==> config.mk <==
export PLATFORM = sky130hd
export DESIGN_NAME = watchdog_and_reset_flags
export DESIGN_NICKNAME = d
export VERILOG_FILES = /design/src/hdl/dog_pkg.sv /design/src/hdl/watchdog_and_reset_flags.sv /design/src/hdl/dog_step_tick.sv
export SDC_FILE = /design/constraint.sdc
export NUM_CORES = 1
export LEC_CHECK = 0
export BUFFER_PORTS_ARGS = -buffer_cell sky130_fd_sc_hd__buf_2
export CAP_MARGIN = 20
export CORE_MARGIN = 4
export CORE_UTILIZATION = 59
export CTS_BUF_LIST = sky130_fd_sc_hd__clkbuf_4 sky130_fd_sc_hd__clkbuf_8 sky130_fd_sc_hd__clkbuf_16
export DETAILED_ROUTE_END_ITERATION = 10
export HOLD_SLACK_MARGIN = 0.03
export PLACE_DENSITY_LB_ADDON = 0.25
export SLEW_MARGIN = 25
export SYNTH_ARGS = -nofsm -noshare
export SYNTH_HDL_FRONTEND = slang
export SYNTH_SLANG_ARGS = --single-unit
export TNS_END_PERCENT = 20
==> constraint.sdc <==
create_clock -name clk_sys_in -period 3.2 [get_ports clk_sys_in]
set_input_delay 0.64 -clock clk_sys_in [delete_from_list [all_inputs] [get_ports clk_sys_in]]
set_output_delay 0.64 -clock clk_sys_in [all_outputs]
set_load 0.02 [all_outputs]
==> src/hdl/dog_pkg.sv <==
// Constants, field layouts and carrier types of the watchdog and reset-flag block.
// Assumes a 250 MHz system clock and a byte-wide register port from the serial front end.
package dog_pkg;

    // ************************************************************
    // Register map
    // ************************************************************
    localparam logic [7:0] ADDR_RESTART_AND_RESET_FLAGS = 8'h09;
    localparam logic [7:0] ADDR_WATCHDOG_SETUP          = 8'h0A;

    // ************************************************************
    // Field positions
    // ************************************************************
    localparam int BIT_DOG_CAUSED_RESET = 7;
    localparam int BIT_POWER_RESET      = 6;
    localparam int BIT_BACKUP_LOW       = 5;
    localparam int BIT_DOG_RESET_ENABLE = 7;
    localparam int TIMEOUT_CODE_W       = 5;
    localparam int RESTART_KEY_W        = 4;

    // ************************************************************
    // Codes and reset values
    // ************************************************************
    localparam logic [3:0] RESTART_KEY_VALUE   = 4'hA;
    localparam logic [4:0] TIMEOUT_CODE_OFF    = 5'h1F;
    localparam logic [4:0] TIMEOUT_CODE_BAD    = 5'h00;
    localparam logic [4:0] TIMEOUT_CODE_RESET  = 5'h01;
    localparam logic       DOG_ENABLE_RESET    = 1'b0;

    // ************************************************************
    // Timing
    // ************************************************************
    localparam longint CLK_HZ          = 250_000_000;
    localparam longint STEP_MS         = 100;
    localparam longint STEP_CYCLES     = (CLK_HZ / 1000) * STEP_MS;
    localparam longint RESET_PULSE_MS  = 100;
    localparam longint PULSE_CYCLES    = (CLK_HZ / 1000) * RESET_PULSE_MS;

    // ************************************************************
    // Carriers
    // ************************************************************
    typedef struct packed {
        logic       wr;
        logic       rd;
        logic [7:0] addr;
        logic [7:0] wdata;
    } reg_req_t;

    typedef struct packed {
        logic dog_caused_reset_flag;
        logic power_reset_flag;
        logic backup_low_flag;
    } flags_t;

endpackage : dog_pkg

==> src/hdl/watchdog_and_reset_flags.sv <==
// Watchdog timer with keyed restart and battery-backed reset-source flags.
// Assumes the front end gives one-cycle reg strobes; supervisor pins are asynchronous.
// Behaviour
// RL1 - Five-bit code sets timeout in 100 ms steps; all ones disables; zero invalid.
// RL2 - Writing key 1010b restarts timer; new timeout code loaded only then.
// RL3 - Timeout code is held in nonvolatile storage, readable and writable.
// RL4 - Watchdog expiry driving reset sets the watchdog-reset flag.
// RL5 - Supply below trip voltage driving reset sets the power-reset flag.
// RL6 - The two reset-source flags are independent and may both be set.
// RL7 - Backup supply low at power-up sets the low-backup flag.
// RL8 - Host software should clear the low-backup flag during initialisation.
// RL9 - Only hardware sets flags; software writes can only clear them.
// RL10 - Status flags live in battery-backed storage across main supply loss.
// RL11 - Counter runs regardless of enable; expiry resets only when enabled.
// RL12 - Non-key restart values do nothing; flags writable without restart.
`timescale 1ns/1ns
module watchdog_and_reset_flags
    import dog_pkg::*;
#(
    parameter longint STEP_CYCLES  = dog_pkg::STEP_CYCLES,
    parameter longint PULSE_CYCLES = dog_pkg::PULSE_CYCLES
) (
    // Clock and reset; rst_n_in is the battery-domain reset
    input  wire logic             clk_sys_in,
    input  wire logic             rst_n_in,
    // Register port
    input  wire dog_pkg::reg_req_t reg_req_in,
    output logic [7:0]            reg_rdata_out,
    // Supervisor inputs (asynchronous)
    input  wire logic             supply_low_in,
    input  wire logic             backup_low_at_powerup_in,
    input  wire logic             power_up_in,
    // Reset output and status flags
    output logic                  reset_n_out,
    output dog_pkg::flags_t       flags_out
);
    import dog_pkg::*;

    // ************************************************************
    // Input synchronisers
    // ************************************************************
    logic [2:0] sync_a;
    logic [2:0] sync_b;
    logic       supply_low_s;
    logic       backup_low_s;
    logic       power_up_s;

    always_ff @(posedge clk_sys_in or negedge rst_n_in) begin
        if (!rst_n_in) begin
            sync_a <= 3'h0;
            sync_b <= 3'h0;
        end else begin
            sync_a <= {supply_low_in, backup_low_at_powerup_in, power_up_in};
            sync_b <= sync_a;
        end
    end

    assign supply_low_s = sync_b[2];
    assign backup_low_s = sync_b[1];
    assign power_up_s   = sync_b[0];

    // ************************************************************
    // Register decode
    // ************************************************************
    function automatic logic hit(input reg_req_t r, input logic [7:0] a);
        return r.wr && (r.addr == a);
    endfunction : hit

    // Code zero is out of range; it runs as the one-step interval so a bad setup
    // still leaves the host a chance to restart instead of an instant reset
    function automatic logic [TIMEOUT_CODE_W-1:0] steps_needed(
        input logic [TIMEOUT_CODE_W-1:0] c
    );
        return (c == TIMEOUT_CODE_BAD) ? TIMEOUT_CODE_W'(1) : c;
    endfunction : steps_needed

    logic wr_flags;
    logic wr_setup;
    logic restart;

    assign wr_flags = hit(reg_req_in, ADDR_RESTART_AND_RESET_FLAGS);
    assign wr_setup = hit(reg_req_in, ADDR_WATCHDOG_SETUP);
    // Other nibble values are ignored so flag clears never kick the dog [RL12]
    assign restart  = wr_flags
                   && reg_req_in.wdata[RESTART_KEY_W-1:0] == RESTART_KEY_VALUE; // [RL2]

    // ************************************************************
    // Setup register (nonvolatile store modelled by battery-domain flops)
    // ************************************************************
    logic                      dog_reset_enable;
    logic [TIMEOUT_CODE_W-1:0] timeout_code;
    logic [TIMEOUT_CODE_W-1:0] active_code;

    always_ff @(posedge clk_sys_in or negedge rst_n_in) begin
        if (!rst_n_in) begin
            dog_reset_enable <= DOG_ENABLE_RESET;
            timeout_code     <= TIMEOUT_CODE_RESET;
        end else if (wr_setup) begin
            dog_reset_enable <= reg_req_in.wdata[BIT_DOG_RESET_ENABLE];
            timeout_code     <= reg_req_in.wdata[TIMEOUT_CODE_W-1:0]; // [RL3]
        end
    end

    // Written code only reaches the counter at a keyed restart
    always_ff @(posedge clk_sys_in or negedge rst_n_in) begin
        if (!rst_n_in) begin
            active_code <= TIMEOUT_CODE_RESET;
        end else if (restart) begin
            active_code <= timeout_code; // [RL2]
        end
    end

    // ************************************************************
    // Watchdog counter
    // ************************************************************
    logic                      tick;
    logic [TIMEOUT_CODE_W-1:0] steps;
    logic                      expire;
    logic                      code_off;

    dog_step_tick #(
        .STEP_CYCLES (STEP_CYCLES)
    ) u_tick (
        .clk_sys_in (clk_sys_in),
        .rst_n_in   (rst_n_in),
        .restart_in (restart),
        .tick_out   (tick)
    );

    // Invalid code zero is treated as the shortest step rather than firing at once
    assign code_off = (active_code == TIMEOUT_CODE_OFF); // [RL1]
    assign expire   = tick && !code_off
                   && (steps + 5'h01 >= steps_needed(active_code)); // [RL1]

    // Free running: expiry restarts the count whatever the enable says [RL11]
    always_ff @(posedge clk_sys_in or negedge rst_n_in) begin
        if (!rst_n_in) begin
            steps <= 5'h00;
        end else if (restart || expire) begin
            steps <= 5'h00;
        end else if (tick && !code_off) begin
            steps <= steps + 5'h01;
        end
    end

    // ************************************************************
    // Reset pulse
    // ************************************************************
    localparam int PW = $clog2(PULSE_CYCLES + 1);
    logic [PW-1:0] pulse_count;
    logic          dog_fire;

    assign dog_fire = expire && dog_reset_enable; // [RL11]

    always_ff @(posedge clk_sys_in or negedge rst_n_in) begin
        if (!rst_n_in) begin
            pulse_count <= '0;
        end else if (dog_fire) begin
            pulse_count <= PW'(PULSE_CYCLES);
        end else if (pulse_count != '0) begin
            pulse_count <= pulse_count - PW'(1);
        end
    end

    // Supply-low reset lasts as long as the low condition, stretched by the supervisor
    always_ff @(posedge clk_sys_in or negedge rst_n_in) begin
        if (!rst_n_in) begin
            reset_n_out <= 1'b1;
        end else begin
            reset_n_out <= !(dog_fire || pulse_count > PW'(1) || supply_low_s);
        end
    end

    // ************************************************************
    // Battery-backed status flags
    // ************************************************************
    localparam int N_FLAGS = 3;

    logic               power_up_d;
    logic               power_up_rise;
    logic [N_FLAGS-1:0] flag_set;
    logic [N_FLAGS-1:0] flag_keep;
    logic [N_FLAGS-1:0] flag_q;
    flags_t             flags;

    always_ff @(posedge clk_sys_in or negedge rst_n_in) begin
        if (!rst_n_in) begin
            power_up_d <= 1'b0;
        end else begin
            power_up_d <= power_up_s;
        end
    end

    // Edge taken on the synchronised copy only, so one power-up gives one rise;
    // the release of the battery reset with power present counts as a power-up
    assign power_up_rise = power_up_s && !power_up_d;

    // Hardware causes, in the bit order of the flag carrier
    assign flag_set[2] = dog_fire;                      // [RL4] [RL6]
    assign flag_set[1] = supply_low_s;                  // [RL5] [RL6]
    assign flag_set[0] = power_up_rise && backup_low_s; // [RL7]

    // A flag write keeps a flag where its bit is one; software can never set one
    assign flag_keep[2] = !wr_flags || reg_req_in.wdata[BIT_DOG_CAUSED_RESET]; // [RL9]
    assign flag_keep[1] = !wr_flags || reg_req_in.wdata[BIT_POWER_RESET];      // [RL9]
    assign flag_keep[0] = !wr_flags || reg_req_in.wdata[BIT_BACKUP_LOW];       // [RL9]

    // Set beats clear in one cycle, so a cause is never lost to a racing clear.
    // Cleared by software writes or the battery-domain reset, not by main supply loss [RL10]
    for (genvar g = 0; g < N_FLAGS; g++) begin : g_flag
        always_ff @(posedge clk_sys_in or negedge rst_n_in) begin
            if (!rst_n_in) begin
                flag_q[g] <= 1'b0;
            end else if (flag_set[g]) begin
                flag_q[g] <= 1'b1;
            end else if (!flag_keep[g]) begin
                flag_q[g] <= 1'b0;
            end
        end
    end

    assign flags     = flags_t'(flag_q);
    assign flags_out = flags;

    // ************************************************************
    // Read data
    // ************************************************************
    always_ff @(posedge clk_sys_in or negedge rst_n_in) begin
        if (!rst_n_in) begin
            reg_rdata_out <= 8'h00;
        end else if (reg_req_in.rd) begin
            case (reg_req_in.addr)
                ADDR_RESTART_AND_RESET_FLAGS: begin
                    reg_rdata_out <= {flags.dog_caused_reset_flag, flags.power_reset_flag,
                                      flags.backup_low_flag, 5'h00};
                end
                ADDR_WATCHDOG_SETUP: begin
                    reg_rdata_out <= {dog_reset_enable, 2'h0, timeout_code}; // [RL3]
                end
                default: begin
                    reg_rdata_out <= 8'h00;
                end
            endcase
        end
    end
endmodule : watchdog_and_reset_flags

==> src/hdl/dog_step_tick.sv <==
// Divider producing one pulse per 100 ms time-base step.
// Assumes it runs on the system clock; restart realigns the phase.
`timescale 1ns/1ns
module dog_step_tick #(
    parameter longint STEP_CYCLES = 25_000_000
) (
    // Clock and reset
    input  wire logic clk_sys_in,
    input  wire logic rst_n_in,
    // Control
    input  wire logic restart_in,
    output logic      tick_out
);
    localparam int CW = $clog2(STEP_CYCLES + 1);
    localparam logic [CW-1:0] LAST = CW'(STEP_CYCLES - 1);

    logic [CW-1:0] count;

    always_ff @(posedge clk_sys_in or negedge rst_n_in) begin
        if (!rst_n_in) begin
            count <= '0;
        end else if (restart_in || count == LAST) begin
            count <= '0;
        end else begin
            count <= count + CW'(1);
        end
    end

    assign tick_out = (count == LAST) && !restart_in;
endmodule : dog_step_tick

; ---- Yosys cells after proc, flatten, opt, wreduce, memory -nomap -nowiden
; Index checks and enable logic that the tools add are counted.
[totals]
reg_bits = 85
latch_bits = 0
ramBits = 0
romBits = 0
in_bits = 23
out_inout_bits = 12
memories = 0
[classes]
addsub = 3
n_mul = 0
div_mod_pow = 0
n_lt_le_gt_ge = 2
eq_ne = 8
shift = 0
mux = 13
bitwise_logic = 0
n_reduce_logical = 25
[op_table]
columns = op, n
row1 = $mux 25, 3
row2 = $add 25x1->25 const B, 1
row3 = $eq 25x25->1 const B, 1
row4 = $gt 25x1->1 const B, 1
row5 = $reduce_bool 25->1, 1
row6 = $sub 25x1->25 const B, 1
row7 = $eq 8x4->1 const B, 2
row8 = $pmux 8 s2, 1
row9 = $mux 5, 3
row10 = $logic_and 1x1->1, 9
row11 = $logic_or 1x1->1, 7
row12 = $mux 1, 6
row13 = $ne 2x2->1 const B, 3
row14 = $add 5x1->5 const B, 1
row15 = $eq 5x5->1 const B, 1
row16 = $ge 5x5->1, 1
row17 = $logic_not 1->1, 5
row18 = $logic_not 5->1, 1
row19 = $eq 4x4->1 const B, 1
row20 = $reduce_bool 2->1, 2

; ---- Depth between registers and ports, before layout
[logic_depth]
depth_word = 11
mapped_depth = 10
ltp_nobuf = 9

; ---- Hierarchy
; From an unflattened synthesis, not the netlist that was laid out.
[unflattened]
hier_cells = 408
hier_area_um2 = 4175.3
[by_module_without_submodules]
columns = module, instances, cells_each, area_each_um2, seq_area_each_um2
row1 = watchdog_and_reset_flags, 1, 271, 2870.3, 1505.2
row2 = dog_step_tick, 1, 137, 1305.0, 625.6

; ---- Worst setup path before layout
; No wires, ideal clock.
[synth_timing]
path_type = reg-to-reg
startpoint = register pulse_count[0]
endpoint = register pulse_count[20]
t_arrival_ns = 2.484
t_required_ns = 3.131
setup_slack_ns = 0.647
path_stages_with_launch = 9
path_buffers = 1
path_cell_list = dfrtp_1 -> inv_1 -> ha_1 -> or3b_2 -> or4_1 -> clkbuf_2 -> or4_1 -> or3_1 -> nand3_1
[synth_between]
elab_chain_len = 3
word_cells_on_any_way = 5
[synth_lines]
columns = element, line_no
row1 = from (decl), watchdog_and_reset_flags.sv:150  ; logic [PW-1:0] pulse_count;
row2 = from (signal assigned), watchdog_and_reset_flags.sv:159  ; pulse_count <= PW'(PULSE_CYCLES);
row3 = from (signal assigned), watchdog_and_reset_flags.sv:161  ; pulse_count <= pulse_count - PW'(1);
row4 = $sub 25x1->25, watchdog_and_reset_flags.sv:161
row5 = $mux 25, watchdog_and_reset_flags.sv:160  ; end else if (pulse_count != '0) begin
row6 = $mux 25, watchdog_and_reset_flags.sv:158  ; end else if (dog_fire) begin
; Parallel ways exist; a longest one is shown, timed or not. The select of a mux whose other input is x is not followed.
; A chain may end at the register's enable or synchronous reset.

; ---- Final worst setup path
[layout_timing]
startpoint = register pulse_count[19]
endpoint = register pulse_count[21]
; Same word-level chain as after synthesis.

==> metrics.txt <==
Layout Nets=476; most frequent cells in the layout=82 x dfrtp_1, 52 x nor2_1, 33 x buf_2; sequential share of power=59.6%; Post-Syn Area=4090 um^2; leakage=1.87 nW; Tot GR Track Use=20.5%; Netlist cell types=52; status=completed; Max Cap Violations=0; initial core utilization=60.5%; switching share of total power=24.6%; syn nets=439; Switch Pwr=0.482 mW; gpl congestion=0.906; Clk pwr share=35.2%; fmax=0.360 GHz; Root Driver=clkbuf_8; routed len/inst=14.7 um; crit share post-route=86.9%; clock latency on the worst-skew pair=0.35 ns; hold buffer count at cts=0; fin. max-slew vios=0; Area growth, synth to finish=10.6%; Syn Area/Cell=10.0 um^2; Req. time, crit path=3.39 ns; number of fillers in the final layout=533; vias in the first global route=3157; Starting DRT DRC Count=136; DRC=0; CTS Sinks=85; Top FF cell, synth=dfrtp_1; first-pass detailed-route iteration total=4; Die H=91.3 um; Rows=30; fin cells=529; final-report hold violation count=0; Ant. Diodes=0; # setup viols final=0; ys async rst share=100%; critical path type=reg2reg; clk slew on worst S/H paths=0.09 ns; Power Density=433 nW/um^2; HPWL after DPL=5460 um; Hold Crit Class=in2async; port bufs=34; startpoint type of the worst setup path=flip-flop; first-pass GRT wire length=14000 um; Longest Clk Path Bufs=2; CP max FO=7; full die area=8330 um^2; Slew HR=47.1%; Post-CTS Repair Setup Buffers=0; commonest non-fill, non-tap cell in the layout=dfrtp_1; share of cells above drive strength 1=17.4%; via/cell ratio=5.77; H-Tree Depth=3; RSZ-0062 raised after global routing=no; post-synthesis register bit count=85; Setup TNS=0 ns; gr ovfl total=0; Top Ports=35; CTS Buf Count=9; CTS tree=done; clock skew=0.0111 ns; worst IR drop on VDD=0.325 mV; Final ANT Viol Nets=0; PostCTS Resize Cnt=0; crit end category=flip-flop; total wire length=7760 um; largest net degree at the start of global routing=86; CORE AREA=6760 um^2; R2R Setup Slk=0.42 ns; Die X-Extent=91.3 um; Ys Warns=0; Int Power=1.48 mW; slew at the pin closest to its max-slew limit=0.788 ns; Seq/Total Area, Yosys=52.1%; Post-synth EDFFs=0; initial antenna violation count=0; Worst EP arrival=2.97 ns; Syn Inst Count=407; minimum clock period after layout=2.78 ns; Logic pwr share=5.2%; via total after detailed routing=3054; Placed Cells=513
-- final timing paths --
| check | cells past startpoint | to | start |
|---|---|---|---|
| max reg2reg | 6 | pulse_count[21] | pulse_count[19] |
| min | 1 | steps[4] | rst_n_in |
| max in group asynchronous | 1 | pulse_count[19] | rst_n_in |
| min in group clk_sys_in | 0 | sync_b[2] | sync_a[2] |
| min reg2reg | 0 | sync_b[2] | sync_a[2] |
| max | 6 | pulse_count[21] | pulse_count[19] |
-- critical path, cell delays in order (launching register included) --
cell,delay (ns)
dfrtp_1,0.41
or4_1,0.60
or4_2,0.75
o21ai_1,0.44
buf_4,0.23
or4_1,0.12
nand3_1,0.07
-- metal layers --
layer  track usage (%)  share of wire (%)
met1              25.0                 44
met2              36.5                 51
met3              5.30                3.1
met4              4.77               0.97
met5                 0                  0
-- cells in the mapped netlist (3+ instances only) --
cell / count / area (um^2)
or3_1: 5 / 31.3
nand2_1: 24 / 90.1
xor2_1: 9 / 78.8
clkbuf_1: 9 / 33.8
dfrtp_1: 82 / 2050
mux2_2: 7 / 78.8
nor4_1: 8 / 50.1
nand3_1: 27 / 135
or4_4: 3 / 33.8
dfstp_2: 3 / 78.8
nand4_1: 6 / 37.5
o41ai_1: 3 / 26.3
a21oi_1: 10 / 50.1
nor3_1: 12 / 60.1
or2_2: 7 / 43.8
or4_1: 10 / 75.1
nor2_1: 52 / 195
inv_1: 27 / 101
o31ai_1: 8 / 60.1
o2bb2ai_1: 4 / 35.0
o21ai_0: 17 / 85.1
ha_1: 9 / 113
xnor2_1: 29 / 254
-- power groups by stage --
stage | Clock [mW] | Combinational (mW) | Sequential (mW)
final | 0.690 | 0.101 | 1.17
after global routing | 0.765 | 0.119 | 1.18
after CTS | 0.710 | 0.104 | 1.17
after detailed placement | 0 | 0.103 | 1.19
after global placement | 0 | 0.0974 | 1.19
after floorplan | 0 | 0.0541 | 1.18
-- registers in the layout, indices dropped and copies added, names as in the netlist --
signal,flops
reset_n_out,1
timeout_code,5
active_code,5
power_up_d,1
steps,5
dog_reset_enable,1
u_tick.count,25
reg_rdata_out,8
flags_out,3
sync_a,3
sync_b,3
pulse_count,25
-- layout make-up --
type / instances / area (um^2) / share of cell area (%)
Clock buffer: 12 / 146 / 3.24
Clock inverter: 4 / 32.5 / 0.719
Inverter: 27 / 101 / 2.24
Multi-Input combinational cell: 283 / 1810 / 39.9
Sequential cell: 85 / 2130 / 47.1
Tap cell: 80 / 100 / 2.21
Timing Repair Buffer: 38 / 206 / 4.56
-- per-stage QoR --
| step | util, % | hold slack [ns] | power (mW) | instance area (um^2) | setup WS, ns |
|---|---|---|---|---|---|
| final | 67.0 | 0.325 | 1.96 | 4520 | 0.420 |
| after global routing | 67.0 | 0.365 | 2.06 | 4520 | 0.333 |
| after CTS | 66.9 | 0.356 | 1.98 | 4520 | 0.457 |
| after detailed placement | 64.3 | 0.336 | 1.29 | 4340 | 0.468 |
| after global placement | 64.3 | 0.332 | 1.28 | 4340 | 0.542 |
| after floorplan | - | 0.331 | 1.23 | 4090 | 0.647 |
-- cell families (layout without fill, tap and decap cells) --
family          count (synthesis)  after routing  synth area share [%]
flops                          85             85                  52.1
mux                             8              8                  2.17
buf+inv                        39             81                  3.73
fa+ha+maj                       9              9                  2.75
xor+xnor                       38             38                  8.14
compound gates                 54             54                  8.57
simple gates                  174            174                  22.5
No activity file was read; power rests on OpenSTA's default activity.
